`config.mk`:
```
export PLATFORM = sky130hd
export DESIGN_NAME = epds_sequencer
export DESIGN_NICKNAME = d
export VERILOG_FILES = /design/src/epds_pkg.sv /design/src/epds_sequencer.sv /design/src/epds_delay_chan.sv
export SDC_FILE = /design/constraint.sdc
export NUM_CORES = 1
export LEC_CHECK = 0
export BUFFER_PORTS_ARGS = -buffer_cell sky130_fd_sc_hd__buf_4
export CAP_MARGIN = 40
export CORE_UTILIZATION = 40
export CTS_BUF_LIST = sky130_fd_sc_hd__clkbuf_8
export DETAILED_ROUTE_END_ITERATION = 8
export SETUP_SLACK_MARGIN = 0.15
export SYNTH_ARGS = -nofsm -noshare
export SYNTH_HDL_FRONTEND = slang
export SYNTH_SLANG_ARGS = --single-unit
export TNS_END_PERCENT = 100
```
`constraint.sdc`:
```
create_clock -name clk_i -period 2.4 [get_ports clk_i]
set_input_delay 0.24 -clock clk_i [delete_from_list [all_inputs] [get_ports clk_i]]
set_output_delay 0.24 -clock clk_i [all_outputs]
set_load 0.05 [all_outputs]
```
`src/epds_pkg.sv`:
```
package epds_pkg;

  // Register offsets on the internal register port.
  localparam logic [7:0] EPDS_ADDR_LREG_A_DLY = 8'h0E;
  localparam logic [7:0] EPDS_ADDR_LREG_B_DLY = 8'h0F;
  localparam logic [7:0] EPDS_ADDR_AUX_A_DLY = 8'h10;
  localparam logic [7:0] EPDS_ADDR_AUX_B_DLY = 8'h11;
  localparam logic [7:0] EPDS_ADDR_AUX_CTRL = 8'h12;
  localparam logic [7:0] EPDS_ADDR_CONFIG = 8'h13;
  localparam logic [7:0] EPDS_RDATA_UNMAPPED = 8'h00;

  // Delay register fields: on delay in the low nibble, off in the high.
  localparam int unsigned EPDS_ON_LSB = 0;
  localparam int unsigned EPDS_OFF_LSB = 4;

  // Output control register fields.
  localparam int unsigned EPDS_AUX_A_LEVEL_BIT = 0;
  localparam int unsigned EPDS_AUX_A_GATE_BIT = 1;
  localparam int unsigned EPDS_AUX_A_DRAIN_BIT = 2;
  localparam int unsigned EPDS_AUX_B_LEVEL_BIT = 4;
  localparam int unsigned EPDS_AUX_B_GATE_BIT = 5;
  localparam int unsigned EPDS_AUX_B_DRAIN_BIT = 6;
  localparam logic [7:0] EPDS_AUX_CTRL_WMASK = 8'h77;

  // Configuration register fields used by this block.
  localparam int unsigned EPDS_UP_SEL_BIT = 6;
  localparam int unsigned EPDS_DN_SEL_BIT = 5;
  localparam int unsigned EPDS_PIN_FN_BIT = 4;

  // Reset values.
  localparam logic [7:0] EPDS_DLY_RST = 8'h00;
  localparam logic [7:0] EPDS_AUX_CTRL_RST = 8'h44;
  localparam logic [7:0] EPDS_CONFIG_RST = 8'h1F;
  localparam logic [3:0] EPDS_CODE_ZERO = 4'h0;

  // Timing: one short delay step and the clock period.
  localparam int unsigned EPDS_STEP_SHORT_US = 500;
  localparam int unsigned EPDS_CLK_PERIOD_NS = 100;
  localparam int unsigned EPDS_STEP_SHORT_CYC =
    (EPDS_STEP_SHORT_US * 1000 + EPDS_CLK_PERIOD_NS - 1) /
    EPDS_CLK_PERIOD_NS;
  localparam int unsigned EPDS_LONG_STEP_MULT = 2;

  typedef enum logic {
    EPDS_CH_IDLE = 1'b0,
    EPDS_CH_WAIT = 1'b1
  } epds_chan_e;

endpackage

```
`src/epds_sequencer.sv`:
```
`timescale 1ns/1ns
`default_nettype none


module epds_sequencer
  import epds_pkg::*;
#(
  parameter int unsigned STEP_SHORT_CYCLES = EPDS_STEP_SHORT_CYC
) (
  input wire logic clk_i,
  input wire logic rst_i,
  input wire logic en_pin_i,
  input wire logic [7:0] reg_addr_i,
  input wire logic [7:0] reg_wdata_i,
  input wire logic reg_wr_i,
  input wire logic reg_rd_i,
  output logic [7:0] reg_rdata_o,
  output logic linear_reg_a_en_o,
  output logic linear_reg_b_en_o,
  output logic aux_output_a_out_o,
  output logic aux_output_a_oe_o,
  output logic aux_output_b_out_o,
  output logic aux_output_b_oe_o,
  output logic clock_input_pin_sel_o
);

  ////////////////////////////////////////////////////////////////////////
  // Helper functions.

  // Pin drive as {out, oe}; an open-drain pin only ever pulls low.
  function automatic logic [1:0] pin_drive(input logic val,
                                           input logic drain);
    logic [1:0] res;
    res = drain ? {1'b0, !val} : {val, 1'b1};
    return res;
  endfunction

  function automatic logic [3:0] on_field(input logic [7:0] r);
    logic [3:0] f;
    f = r[EPDS_ON_LSB +: 4];
    return f;
  endfunction

  function automatic logic [3:0] off_field(input logic [7:0] r);
    logic [3:0] f;
    f = r[EPDS_OFF_LSB +: 4];
    return f;
  endfunction

  ////////////////////////////////////////////////////////////////////////
  // Register file.

  logic [7:0] lra_dly_reg, lra_dly_next;
  logic [7:0] lrb_dly_reg, lrb_dly_next;
  logic [7:0] axa_dly_reg, axa_dly_next;
  logic [7:0] axb_dly_reg, axb_dly_next;
  logic [7:0] ctrl_reg, ctrl_next;
  logic [7:0] cfg_reg, cfg_next;
  logic [7:0] rdata_reg, rdata_next;

  always_comb begin
    lra_dly_next = lra_dly_reg;
    lrb_dly_next = lrb_dly_reg;
    axa_dly_next = axa_dly_reg;
    axb_dly_next = axb_dly_reg;
    ctrl_next = ctrl_reg;
    cfg_next = cfg_reg;
    if (reg_wr_i) begin
      if (reg_addr_i == EPDS_ADDR_LREG_A_DLY) begin
        lra_dly_next = reg_wdata_i;
      end else if (reg_addr_i == EPDS_ADDR_LREG_B_DLY) begin
        lrb_dly_next = reg_wdata_i;
      end else if (reg_addr_i == EPDS_ADDR_AUX_A_DLY) begin
        axa_dly_next = reg_wdata_i;
      end else if (reg_addr_i == EPDS_ADDR_AUX_B_DLY) begin
        axb_dly_next = reg_wdata_i;
      end else if (reg_addr_i == EPDS_ADDR_AUX_CTRL) begin
        // Bits 7 and 3 are read-only zero.
        ctrl_next = reg_wdata_i & EPDS_AUX_CTRL_WMASK;
      end else if (reg_addr_i == EPDS_ADDR_CONFIG) begin
        cfg_next = reg_wdata_i;
      end
    end
  end

  // Read data is registered; a write in the same cycle is not yet seen.
  always_comb begin
    rdata_next = rdata_reg;
    if (reg_rd_i) begin
      if (reg_addr_i == EPDS_ADDR_LREG_A_DLY) begin
        rdata_next = lra_dly_reg;
      end else if (reg_addr_i == EPDS_ADDR_LREG_B_DLY) begin
        rdata_next = lrb_dly_reg;
      end else if (reg_addr_i == EPDS_ADDR_AUX_A_DLY) begin
        rdata_next = axa_dly_reg;
      end else if (reg_addr_i == EPDS_ADDR_AUX_B_DLY) begin
        rdata_next = axb_dly_reg;
      end else if (reg_addr_i == EPDS_ADDR_AUX_CTRL) begin
        rdata_next = ctrl_reg;
      end else if (reg_addr_i == EPDS_ADDR_CONFIG) begin
        rdata_next = cfg_reg;
      end else begin
        rdata_next = EPDS_RDATA_UNMAPPED;
      end
    end
  end

  always_ff @(posedge clk_i) begin
    if (rst_i) begin
      lra_dly_reg <= EPDS_DLY_RST;
      lrb_dly_reg <= EPDS_DLY_RST;
      axa_dly_reg <= EPDS_DLY_RST;
      axb_dly_reg <= EPDS_DLY_RST;
      ctrl_reg <= EPDS_AUX_CTRL_RST;
      cfg_reg <= EPDS_CONFIG_RST;
      rdata_reg <= EPDS_RDATA_UNMAPPED;
    end else begin
      lra_dly_reg <= lra_dly_next;
      lrb_dly_reg <= lrb_dly_next;
      axa_dly_reg <= axa_dly_next;
      axb_dly_reg <= axb_dly_next;
      ctrl_reg <= ctrl_next;
      cfg_reg <= cfg_next;
      rdata_reg <= rdata_next;
    end
  end

  assign reg_rdata_o = rdata_reg;
  assign clock_input_pin_sel_o = cfg_reg[EPDS_PIN_FN_BIT];

  ////////////////////////////////////////////////////////////////////////
  // Enable pin edge detection.

  logic en_prev_reg, en_prev_next;
  logic rise_w, fall_w;
  logic up_sel_w, dn_sel_w;

  // The pin is taken as synchronous; an enable held high through reset
  // is seen as a rising edge on the first cycle after release.
  assign en_prev_next = en_pin_i;
  assign rise_w = en_pin_i && !en_prev_reg;
  assign fall_w = !en_pin_i && en_prev_reg;
  assign up_sel_w = cfg_reg[EPDS_UP_SEL_BIT];
  assign dn_sel_w = cfg_reg[EPDS_DN_SEL_BIT];

  always_ff @(posedge clk_i) begin
    if (rst_i) begin
      en_prev_reg <= 1'b0;
    end else begin
      en_prev_reg <= en_prev_next;
    end
  end

  ////////////////////////////////////////////////////////////////////////
  // Four delay channels.

  logic lra_state_w, lrb_state_w, axa_state_w, axb_state_w;

  epds_delay_chan #(.STEP_CYC(STEP_SHORT_CYCLES)) u_lreg_a (
    .clk_i(clk_i),
    .rst_i(rst_i),
    .rise_i(rise_w),
    .fall_i(fall_w),
    .on_code_i(on_field(lra_dly_reg)),
    .off_code_i(off_field(lra_dly_reg)),
    .up_sel_i(up_sel_w),
    .dn_sel_i(dn_sel_w),
    .state_o(lra_state_w)
  );

  epds_delay_chan #(.STEP_CYC(STEP_SHORT_CYCLES)) u_lreg_b (
    .clk_i(clk_i),
    .rst_i(rst_i),
    .rise_i(rise_w),
    .fall_i(fall_w),
    .on_code_i(on_field(lrb_dly_reg)),
    .off_code_i(off_field(lrb_dly_reg)),
    .up_sel_i(up_sel_w),
    .dn_sel_i(dn_sel_w),
    .state_o(lrb_state_w)
  );

  epds_delay_chan #(.STEP_CYC(STEP_SHORT_CYCLES)) u_aux_a (
    .clk_i(clk_i),
    .rst_i(rst_i),
    .rise_i(rise_w),
    .fall_i(fall_w),
    .on_code_i(on_field(axa_dly_reg)),
    .off_code_i(off_field(axa_dly_reg)),
    .up_sel_i(up_sel_w),
    .dn_sel_i(dn_sel_w),
    .state_o(axa_state_w)
  );

  epds_delay_chan #(.STEP_CYC(STEP_SHORT_CYCLES)) u_aux_b (
    .clk_i(clk_i),
    .rst_i(rst_i),
    .rise_i(rise_w),
    .fall_i(fall_w),
    .on_code_i(on_field(axb_dly_reg)),
    .off_code_i(off_field(axb_dly_reg)),
    .up_sel_i(up_sel_w),
    .dn_sel_i(dn_sel_w),
    .state_o(axb_state_w)
  );

  assign linear_reg_a_en_o = lra_state_w;
  assign linear_reg_b_en_o = lrb_state_w;

  ////////////////////////////////////////////////////////////////////////
  // Auxiliary output pins.

  logic axa_val_w, axb_val_w;
  logic [1:0] axa_pin_reg, axa_pin_next;
  logic [1:0] axb_pin_reg, axb_pin_next;

  // Without gating the level bit alone drives the pin, so software can
  // use it as a plain output whatever the enable pin does.
  assign axa_val_w = ctrl_reg[EPDS_AUX_A_GATE_BIT]
    ? (ctrl_reg[EPDS_AUX_A_LEVEL_BIT] && axa_state_w)
    : ctrl_reg[EPDS_AUX_A_LEVEL_BIT];
  assign axb_val_w = ctrl_reg[EPDS_AUX_B_GATE_BIT]
    ? (ctrl_reg[EPDS_AUX_B_LEVEL_BIT] && axb_state_w)
    : ctrl_reg[EPDS_AUX_B_LEVEL_BIT];

  always_comb begin
    axa_pin_next = pin_drive(axa_val_w,
                             ctrl_reg[EPDS_AUX_A_DRAIN_BIT]);
    if (cfg_reg[EPDS_PIN_FN_BIT]) begin
      // The pin belongs to the clock input; leave it undriven.
      axb_pin_next = 2'h0;
    end else begin
      axb_pin_next = pin_drive(axb_val_w,
                               ctrl_reg[EPDS_AUX_B_DRAIN_BIT]);
    end
  end

  always_ff @(posedge clk_i) begin
    if (rst_i) begin
      axa_pin_reg <= 2'h0;
      axb_pin_reg <= 2'h0;
    end else begin
      axa_pin_reg <= axa_pin_next;
      axb_pin_reg <= axb_pin_next;
    end
  end

  assign aux_output_a_out_o = axa_pin_reg[1];
  assign aux_output_a_oe_o = axa_pin_reg[0];
  assign aux_output_b_out_o = axb_pin_reg[1];
  assign aux_output_b_oe_o = axb_pin_reg[0];

  ////////////////////////////////////////////////////////////////////////
  // Checks.

  a_lra_zero_on: assert property (@(posedge clk_i) disable iff (rst_i)
    (rise_w && on_field(lra_dly_reg) == EPDS_CODE_ZERO) |=>
    linear_reg_a_en_o)
    else $error("first regulator not on right after zero-delay rise");

  a_lra_zero_off: assert property (@(posedge clk_i) disable iff (rst_i)
    (fall_w && off_field(lra_dly_reg) == EPDS_CODE_ZERO) |=>
    !linear_reg_a_en_o)
    else $error("first regulator not off right after zero-delay fall");

  a_lrb_on_wait: assert property (@(posedge clk_i) disable iff (rst_i)
    (rise_w && on_field(lrb_dly_reg) != EPDS_CODE_ZERO &&
     !linear_reg_b_en_o && en_pin_i) |=> !linear_reg_b_en_o [*2])
    else $error("second regulator turned on before its delay");

  a_lrb_off_wait: assert property (@(posedge clk_i) disable iff (rst_i)
    (fall_w && off_field(lrb_dly_reg) != EPDS_CODE_ZERO &&
     linear_reg_b_en_o) |=> linear_reg_b_en_o)
    else $error("second regulator turned off before its delay");

  a_aux_a_push: assert property (@(posedge clk_i) disable iff (rst_i)
    !ctrl_reg[EPDS_AUX_A_DRAIN_BIT] |=> aux_output_a_oe_o)
    else $error("push-pull output A not driven");

  a_aux_a_drain: assert property (@(posedge clk_i) disable iff (rst_i)
    ctrl_reg[EPDS_AUX_A_DRAIN_BIT] |=> !aux_output_a_out_o)
    else $error("open-drain output A driven high");

  a_aux_a_level: assert property (@(posedge clk_i) disable iff (rst_i)
    (!ctrl_reg[EPDS_AUX_A_GATE_BIT] && !ctrl_reg[EPDS_AUX_A_DRAIN_BIT])
    |=> aux_output_a_out_o == $past(ctrl_reg[EPDS_AUX_A_LEVEL_BIT]))
    else $error("output A does not follow its level bit");

  a_aux_a_gated: assert property (@(posedge clk_i) disable iff (rst_i)
    (ctrl_reg[EPDS_AUX_A_GATE_BIT] && !axa_state_w &&
     !ctrl_reg[EPDS_AUX_A_DRAIN_BIT]) |=> !aux_output_a_out_o)
    else $error("gated output A high while delayed enable low");

  a_aux_b_clock: assert property (@(posedge clk_i) disable iff (rst_i)
    cfg_reg[EPDS_PIN_FN_BIT] |=> !aux_output_b_oe_o)
    else $error("shared pin driven while used as clock input");

  a_aux_b_gated: assert property (@(posedge clk_i) disable iff (rst_i)
    (!cfg_reg[EPDS_PIN_FN_BIT] && ctrl_reg[EPDS_AUX_B_GATE_BIT] &&
     !(ctrl_reg[EPDS_AUX_B_LEVEL_BIT] && axb_state_w)) |=>
    aux_output_b_oe_o && !aux_output_b_out_o)
    else $error("gated output B not driven low");

  a_aux_b_level: assert property (@(posedge clk_i) disable iff (rst_i)
    (!cfg_reg[EPDS_PIN_FN_BIT] && !ctrl_reg[EPDS_AUX_B_GATE_BIT] &&
     !ctrl_reg[EPDS_AUX_B_DRAIN_BIT] && ctrl_reg[EPDS_AUX_B_LEVEL_BIT])
    |=> aux_output_b_oe_o && aux_output_b_out_o)
    else $error("output B not high with level bit set");

  c_lra_delayed_on: cover property (@(posedge clk_i) disable iff (rst_i)
    rise_w && on_field(lra_dly_reg) != EPDS_CODE_ZERO ##1
    !linear_reg_a_en_o);

  c_cancel_rise: cover property (@(posedge clk_i) disable iff (rst_i)
    rise_w ##1 fall_w);

  c_aux_b_gated: cover property (@(posedge clk_i) disable iff (rst_i)
    ctrl_reg[EPDS_AUX_B_GATE_BIT] && !cfg_reg[EPDS_PIN_FN_BIT] &&
    axb_state_w);

endmodule

`default_nettype wire

```
`src/epds_delay_chan.sv`:
```
`timescale 1ns/1ns
`default_nettype none

module epds_delay_chan
  import epds_pkg::*;
#(
  parameter int unsigned STEP_CYC = EPDS_STEP_SHORT_CYC
) (
  input wire logic clk_i,
  input wire logic rst_i,
  input wire logic rise_i,
  input wire logic fall_i,
  input wire logic [3:0] on_code_i,
  input wire logic [3:0] off_code_i,
  input wire logic up_sel_i,
  input wire logic dn_sel_i,
  output logic state_o
);

  epds_chan_e st_reg, st_next;
  logic state_reg, state_next;
  logic tgt_reg, tgt_next;
  logic long_reg, long_next;
  logic [3:0] steps_reg, steps_next;
  logic [19:0] pre_reg, pre_next;
  logic [19:0] last_w;

  // The step length is latched at the edge so that a range change in
  // the middle of a delay cannot stretch or shorten that delay.
  assign last_w = long_reg ? 20'(EPDS_LONG_STEP_MULT * STEP_CYC - 1)
                           : 20'(STEP_CYC - 1);
  assign state_o = state_reg;

  always_comb begin
    st_next = st_reg;
    state_next = state_reg;
    tgt_next = tgt_reg;
    long_next = long_reg;
    steps_next = steps_reg;
    pre_next = pre_reg;
    if (rise_i || fall_i) begin
      // A new edge replaces any pending delay.
      tgt_next = rise_i;
      long_next = rise_i ? up_sel_i : dn_sel_i;
      steps_next = rise_i ? on_code_i : off_code_i;
      pre_next = '0;
      if ((rise_i ? on_code_i : off_code_i) == EPDS_CODE_ZERO) begin
        state_next = rise_i;
        st_next = EPDS_CH_IDLE;
      end else begin
        st_next = EPDS_CH_WAIT;
      end
    end else begin
      case (st_reg)
        EPDS_CH_WAIT: begin
          if (pre_reg == last_w) begin
            pre_next = '0;
            if (steps_reg == 4'h1) begin
              state_next = tgt_reg;
              st_next = EPDS_CH_IDLE;
            end else begin
              steps_next = steps_reg - 4'h1;
            end
          end else begin
            pre_next = pre_reg + 20'h00001;
          end
        end
        default: begin
          st_next = EPDS_CH_IDLE;
        end
      endcase
    end
  end

  always_ff @(posedge clk_i) begin
    if (rst_i) begin
      st_reg <= EPDS_CH_IDLE;
      state_reg <= 1'b0;
      tgt_reg <= 1'b0;
      long_reg <= 1'b0;
      steps_reg <= 4'h0;
      pre_reg <= 20'h00000;
    end else begin
      st_reg <= st_next;
      state_reg <= state_next;
      tgt_reg <= tgt_next;
      long_reg <= long_next;
      steps_reg <= steps_next;
      pre_reg <= pre_next;
    end
  end

  ////////////////////////////////////////////////////////////////////////
  // Checks on delay length and cancellation.

  logic [23:0] elapsed_reg;
  logic [3:0] code_reg;

  always_ff @(posedge clk_i) begin
    if (rst_i) begin
      elapsed_reg <= 24'h000000;
      code_reg <= 4'h0;
    end else if (rise_i || fall_i) begin
      elapsed_reg <= 24'h000001;
      code_reg <= rise_i ? on_code_i : off_code_i;
    end else if (elapsed_reg != 24'hFFFFFF) begin
      elapsed_reg <= elapsed_reg + 24'h000001;
    end
  end

  a_delay_exact: assert property (@(posedge clk_i) disable iff (rst_i)
    (st_reg == EPDS_CH_WAIT && pre_reg == last_w && steps_reg == 4'h1 &&
     !rise_i && !fall_i) |->
    elapsed_reg == 24'(code_reg) * 24'({4'h0, last_w} + 24'h000001))
    else $error("delay length differs from code times step");

  a_cancel_hold: assert property (@(posedge clk_i) disable iff (rst_i)
    (st_reg == EPDS_CH_WAIT && tgt_reg && fall_i && !state_reg) |=>
    !state_reg)
    else $error("cancelled rising delay still turned the output on");

  a_state_only_end: assert property (@(posedge clk_i) disable iff (rst_i)
    (st_reg == EPDS_CH_WAIT && pre_reg != last_w && !rise_i && !fall_i)
    |=> $stable(state_reg))
    else $error("output moved before its delay ran out");

  c_long_step: cover property (@(posedge clk_i) disable iff (rst_i)
    st_reg == EPDS_CH_WAIT && long_reg ##1 st_reg == EPDS_CH_IDLE);

endmodule

`default_nettype wire

```
Word level (Yosys, flattened, before mapping)
Cells that the tools add are included. Widths: inputs -> output; s select.

Eq/ne operators: 22. Shifts and indexed selects: 0. Bitwise operators: 5. Div/mod/pow operators: 0. Multiply operators: 0. Magnitude comparators: 0. Multiplexer cells: 76. Add/subtract/negate cells: 8. Reductions and logical operators: 43.

Operator list (count): $add 20x1->20 const B (4); $eq 20x20->1 (4); $mux 20 (4); $mux 4 (20); $mux 8 (6); $mux 1 (45); $eq 8x5->1 const B (4); $reduce_bool 2->1 (12); $reduce_and 4->1 (5); $eq 4x1->1 const B (4); $eq 8x4->1 const B (2); $logic_not 4->1 (4); $sub 4x1->4 const B (4); $reduce_and 3->1 (5); $mux 14 (1); $ne 2x1->1 const B (4); $ne 2x2->1 const B (4); $reduce_and 7->1 (1); $reduce_and 6->1 (1); $reduce_or 2->1 (3); $not 1->1 (5); $reduce_and 5->1 (1); $logic_and 1x1->1 (4); $logic_not 1->1 (4); other kinds (3) (3).

Bits in registers: 165. Word-level logic and storage cells: 184. Input port bits: 21. Latch bits: 0. Output and inout bits: 15. RAM bits: 0. Memory bits (read-only): 0. Memories kept: 0.

Longest topological paths before layout
Depth after elaboration: 7. Mapped depth: 10. Mapped depth without buffers: 7.

Cells and area by module
A second synthesis with hierarchy kept.

Cells, all modules: 1013. Area, all modules: 8929.8 µm².

By module, submodules not included: epds_delay_chan (area each 1590.3 µm², cells an instance 189, sequential area each 560.5 µm², times used 4); epds_sequencer (area each 2568.7 µm², cells an instance 257, sequential area each 1181.1 µm², times used 1).

Worst setup path after synthesis
OpenSTA, ideal clock, no wires.

Path type: register to register. Start point: register u_lreg_a.pre_reg[0]. End point: register u_lreg_a.st_reg. Period minus slack after synthesis: 1.927 ns. Setup time: 0.132 ns. Cell stages (with the launch flop): 7. Path slack: 0.473 ns. Data required time: 2.268 ns. Data arrival time: 1.795 ns. Cell sequence: dfxtp_1 > ha_1 > nor4b_1 > nand2_1 > or4_1 > o211ai_1 > a21oi_1.

Longest elaborated chain between the ends: 4.

Ends and longest elaborated chain: start, declared (RTL line epds_delay_chan.sv:25) `logic [19:0] pre_reg, pre_next;`; start signal, assigned (RTL line epds_delay_chan.sv:89) `pre_reg <= pre_next;`; $eq 20x20->1 (RTL line epds_delay_chan.sv:56) `if (pre_reg == last_w) begin`; $mux 1 (RTL line epds_delay_chan.sv:56); $mux 1 (RTL line epds_delay_chan.sv:54) `case (st_reg)`; $mux 1 (RTL line epds_delay_chan.sv:41) `if (rise_i || fall_i) begin`; end signal, assigned (RTL line epds_delay_chan.sv:84) `st_reg <= st_next;`; end, declared (RTL line epds_delay_chan.sv:20) `epds_chan_e st_reg, st_next;`.

Every way passes these cells. A chain may end at the register's enable or synchronous reset.

Worst setup path after layout
Start point: register u_lreg_a.pre_reg[1]. End point: register u_lreg_a.pre_reg[8].

Longest elaborated chain between the ends: 2. Elaborated cells between the ends (all ways): 3. Classes of those cells: add/sub (1); eq/ne (1); mux (1).

Ends and longest elaborated chain (RTL line): $add 20x1->20 / $eq 20x20->1 (equally long branches) (epds_delay_chan.sv:65, epds_delay_chan.sv:56); $mux 20 (*) (epds_delay_chan.sv:56).

Mark *: on every way between the ends. The rest lies on a longest branch, timed or not.

==> results by group <==
Status
  – Status: completed

STA
  – Fin. max-slew vios: 0
  – RSZ-0062 raised after global routing: no
  – Final worst slack: between 0.3 and 0.4 ns
  – F_max: 0.487 GHz
  – Setup TNS: 0 ns
  – Final setup fails: 0
  – Tmin final: 2.05 ns
  – Clock skew: approximately 0.018 ns
  – Worst-Margin Slew: 0.639 ns
  – Slew HR: 0.571
  – Period utilization: 0.855
  – Final Hold Vio Count: 0

Global routing
  – Largest net degree at the start of global routing: 49
  – GRT Total Usage: 0.184
  – Initial antenna violation count: 0
  – Gr ovfl total: 0
  – First-pass GRT wire length: approximately 30000 um
  – Vias in the first global route: 5894

Floorplan
  – Die W: 145 um
  – Initial Util: 0.413
  – Core ar.: 19700 sq um
  – Full die area: 20900 sq um
  – Row count: 51
  – I/O pins: 36
  – Chip height: approximately 140 um

Clock network
  – TritonCTS Buffers: 17
  – H-tree depth: 4
  – Clk_lat worst skew: 0.47 ns
  – Root buffer cell: clkbuf_8
  – CTS max path bufs: 2
  – Clk slew on worst S/H paths: 0.09 ns
  – Post-cts resize count: 0
  – CTS tree: done
  – Sink Count: 165

Power and ir drop
  – VDD IR-drop max: about 0.00037 V
  – Leakage Power: 3.27 nW
  – Design Power: 0.00518 W
  – PD cells: 570 nW/um^2

Job
  – Max-cap violation count: 0

Route
  – Post-route DRC: 0
  – DR vias/cell: around 5.2
  – Remaining antenna violation count: 0
  – First-pass DRT Iterations: 5
  – Total Wirelength: roughly 18000 um
  – Initial DRC count: 327
  – Total number of vias: 6276
  – Drt wl/cell: 14.8 um

Final layout
  – Syn-to-layout area delta: 11.7%
  – Non-Filler Instances: 1201
  – Reg area: 3300 sq um
  – Layout cells sized above 1: 0.134
  – Commonest cells after routing, fill and taps aside: dfxtp_1 (165), nor2_1 (153), mux2i_1 (61)
  – Leading cell type in the layout, fill and taps excluded: dfxtp_1
  – Multi-input gate area: approximately 4500 sq um
  – # nets final: around 960
  – Fillers: 1932
  – Final Cell Area: 9090 sq um
  – Count of antenna diodes in the layout: 0

Worst setup path
  – Crit path DAT: 2.40 ns
  – Worst setup SP type: flop
  – Worst r2r path cells: 7
  – Max FO, Critical Path: 20
  – CP required: 2.75 ns
  – RR Endpoint: u_lreg_a.pre_reg[8]$_SDFFE_PP0P_
  – CP max stage delay: 0.46 ns
  – Crit-path cells: ha_1 > nor4b_1 > nand2_1 > nor4_4 > nand2b_1 > buf_4 > nor2_1
  – R2r setup slk: 0.35 ns
  – Reg2reg start: u_lreg_a.pre_reg[1]$_SDFFE_PP0P_
  – Critical path class: flop to flop
  – WP buf/inv: 1
  – CP Capture Type: flop
  – Slowest stage cell, crit path: dfxtp_1
  – CP startpoint: u_lreg_a.pre_reg[1]$_SDFFE_PP0P_
  – Top Family by Delay on Critical Path: simple AND/OR/NAND/NOR gates

Logic synthesis
  – Post-synth cell types: 74
  – Mapped Area: 8140 sq um
  – Yosys synthesis warning count: 0
  – Async S/R FF share, synth: 0
  – Flops & latches, synth: 165
  – Synth area leaders: dfxtp_1 (41%), mux2i_1 (7.5%), nor2_1 (7.1%), xor2_1 (5.3%), xnor2_1 (3.3%)
  – Yosys top cell area share: 0.406
  – Top FF cell, synth: dfxtp_1
  – EDFF count, synth: 0
  – Gate Count Post-Synth: just under 900
  – Post-synth net total: between 900 and 1000
  – Yosys top cell by area: dfxtp_1
  – Syn Area/Cell: 9.12 sq um
  – Post-synthesis sequential area ratio: 0.406

Min path
  – Worst Hold Endpoint: cfg_reg[2]$_SDFFE_PP1P_
  – Hold Crit Class: primary input to flop
  – Hold Path Origin: reg_wdata_i[2]
  – Worst hold path depth: 2

Placement
  – Placement Cell Area: 8660 sq um
  – Setup WS pre-CTS: ~0.35 ns
  – Dpl cells: 1167
  – Placer Congestion: roughly 0.80
  – Port Buf Inserts: 35
  – Final HPWL DP: 12500 um
## area by class of cell
class                   count  share of cell area
clock buffers              20              0.0303
clock inverters            11              0.0138
inverters                  27              0.0111
multi-input cells         658               0.498
flip-flops and latches    165               0.363
well taps                 265              0.0365
repair buffers             55              0.0476
## Yosys cell counts (3+ instances only)
library cell	number
or4_1	4
mux2_2	4
mux4_2	6
nor2b_1	14
and3b_1	5
xor2_1	49
nand3b_1	3
inv_1	27
and3_1	9
buf_4	3
and4bb_2	4
and2_1	8
dfxtp_1	165
a22oi_1	3
nand2_1	57
a211oi_1	9
and4_1	8
o2bb2ai_1	4
o21ai_0	3
xnor2_1	31
nand3_1	35
a211o_1	8
nand2b_1	8
nor4_1	14
mux2i_1	61
nor3_1	14
a21oi_1	33
nor4b_2	3
nand4_1	33
clkbuf_1	20
nor4b_1	5
nor2_1	153
ha_1	13
buf_2	15
a31oi_1	5
nor4_4	3
## per-layer routing
layer | global-route usage | share of wire
met5 | 0 | 0
met2 | 0.294 | 0.46
met1 | 0.249 | 0.50
met4 | 0.0648 | 0.016
met3 | 0.0342 | 0.028
## per-stage QoR
stage,hold WS [ns],util
6_report,0.0308,0.461
5_1_grt,0.00114,0.461
4_1_cts,0.0000881,0.461
3_5_place_dp,0.467,0.439
3_3_place_gp,0.466,0.439
2_1_floorplan,0.336,-
## kinds of logic after synthesis
kind of cell | Yosys count | synth area share
compound gates | 93 | 0.0868
mux | 71 | 0.0971
buf+inv | 70 | 0.0384
xor+xnor | 80 | 0.0861
simple gates | 401 | 0.266
flops | 165 | 0.406
fa+ha+maj | 13 | 0.0200
## worst max path at each step
stage | cells past startpoint | endpoint | slack [ns]
global placement | 5 | lra_dly_reg[0]$_SDFFE_PP0P_ | 0.39
CTS | 7 | u_lreg_a.pre_reg[8]$_SDFFE_PP0P_ | 0.34
finish | 7 | u_lreg_a.pre_reg[8]$_SDFFE_PP0P_ | 0.35
detailed placement | 7 | u_lreg_a.pre_reg[19]$_SDFFE_PP0P_ | 0.35
floorplan | 6 | u_lreg_a.st_reg$_SDFF_PP0_ | 0.47
global route | 6 | u_aux_b.steps_reg[2]$_SDFFE_PP0P_ | 0.20
## worst register-to-register path: stages, from the launching register on
cell and delay [ns]:
dfxtp_1 0.46, ha_1 0.20, nor4b_1 0.24, nand2_1 0.21
nor4_4 0.37, nand2b_1 0.15, buf_4 0.24, nor2_1 0.07
## repair_timing
action,in CTS,in global routing
hold endpoints to repair,7,0
setup buffers,0,0
hold buffers,3,0
## report_power, final
group	switching, W	internal (W)	leakage, nW	total, W
Sequential	0.0000207	0.00276	1.33	0.00278
Combinational	0.000211	0.000127	1.75	0.000338
Clock	0.00106	0.00100	0.195	0.00206
No activity file was read; power rests on OpenSTA's default activity.
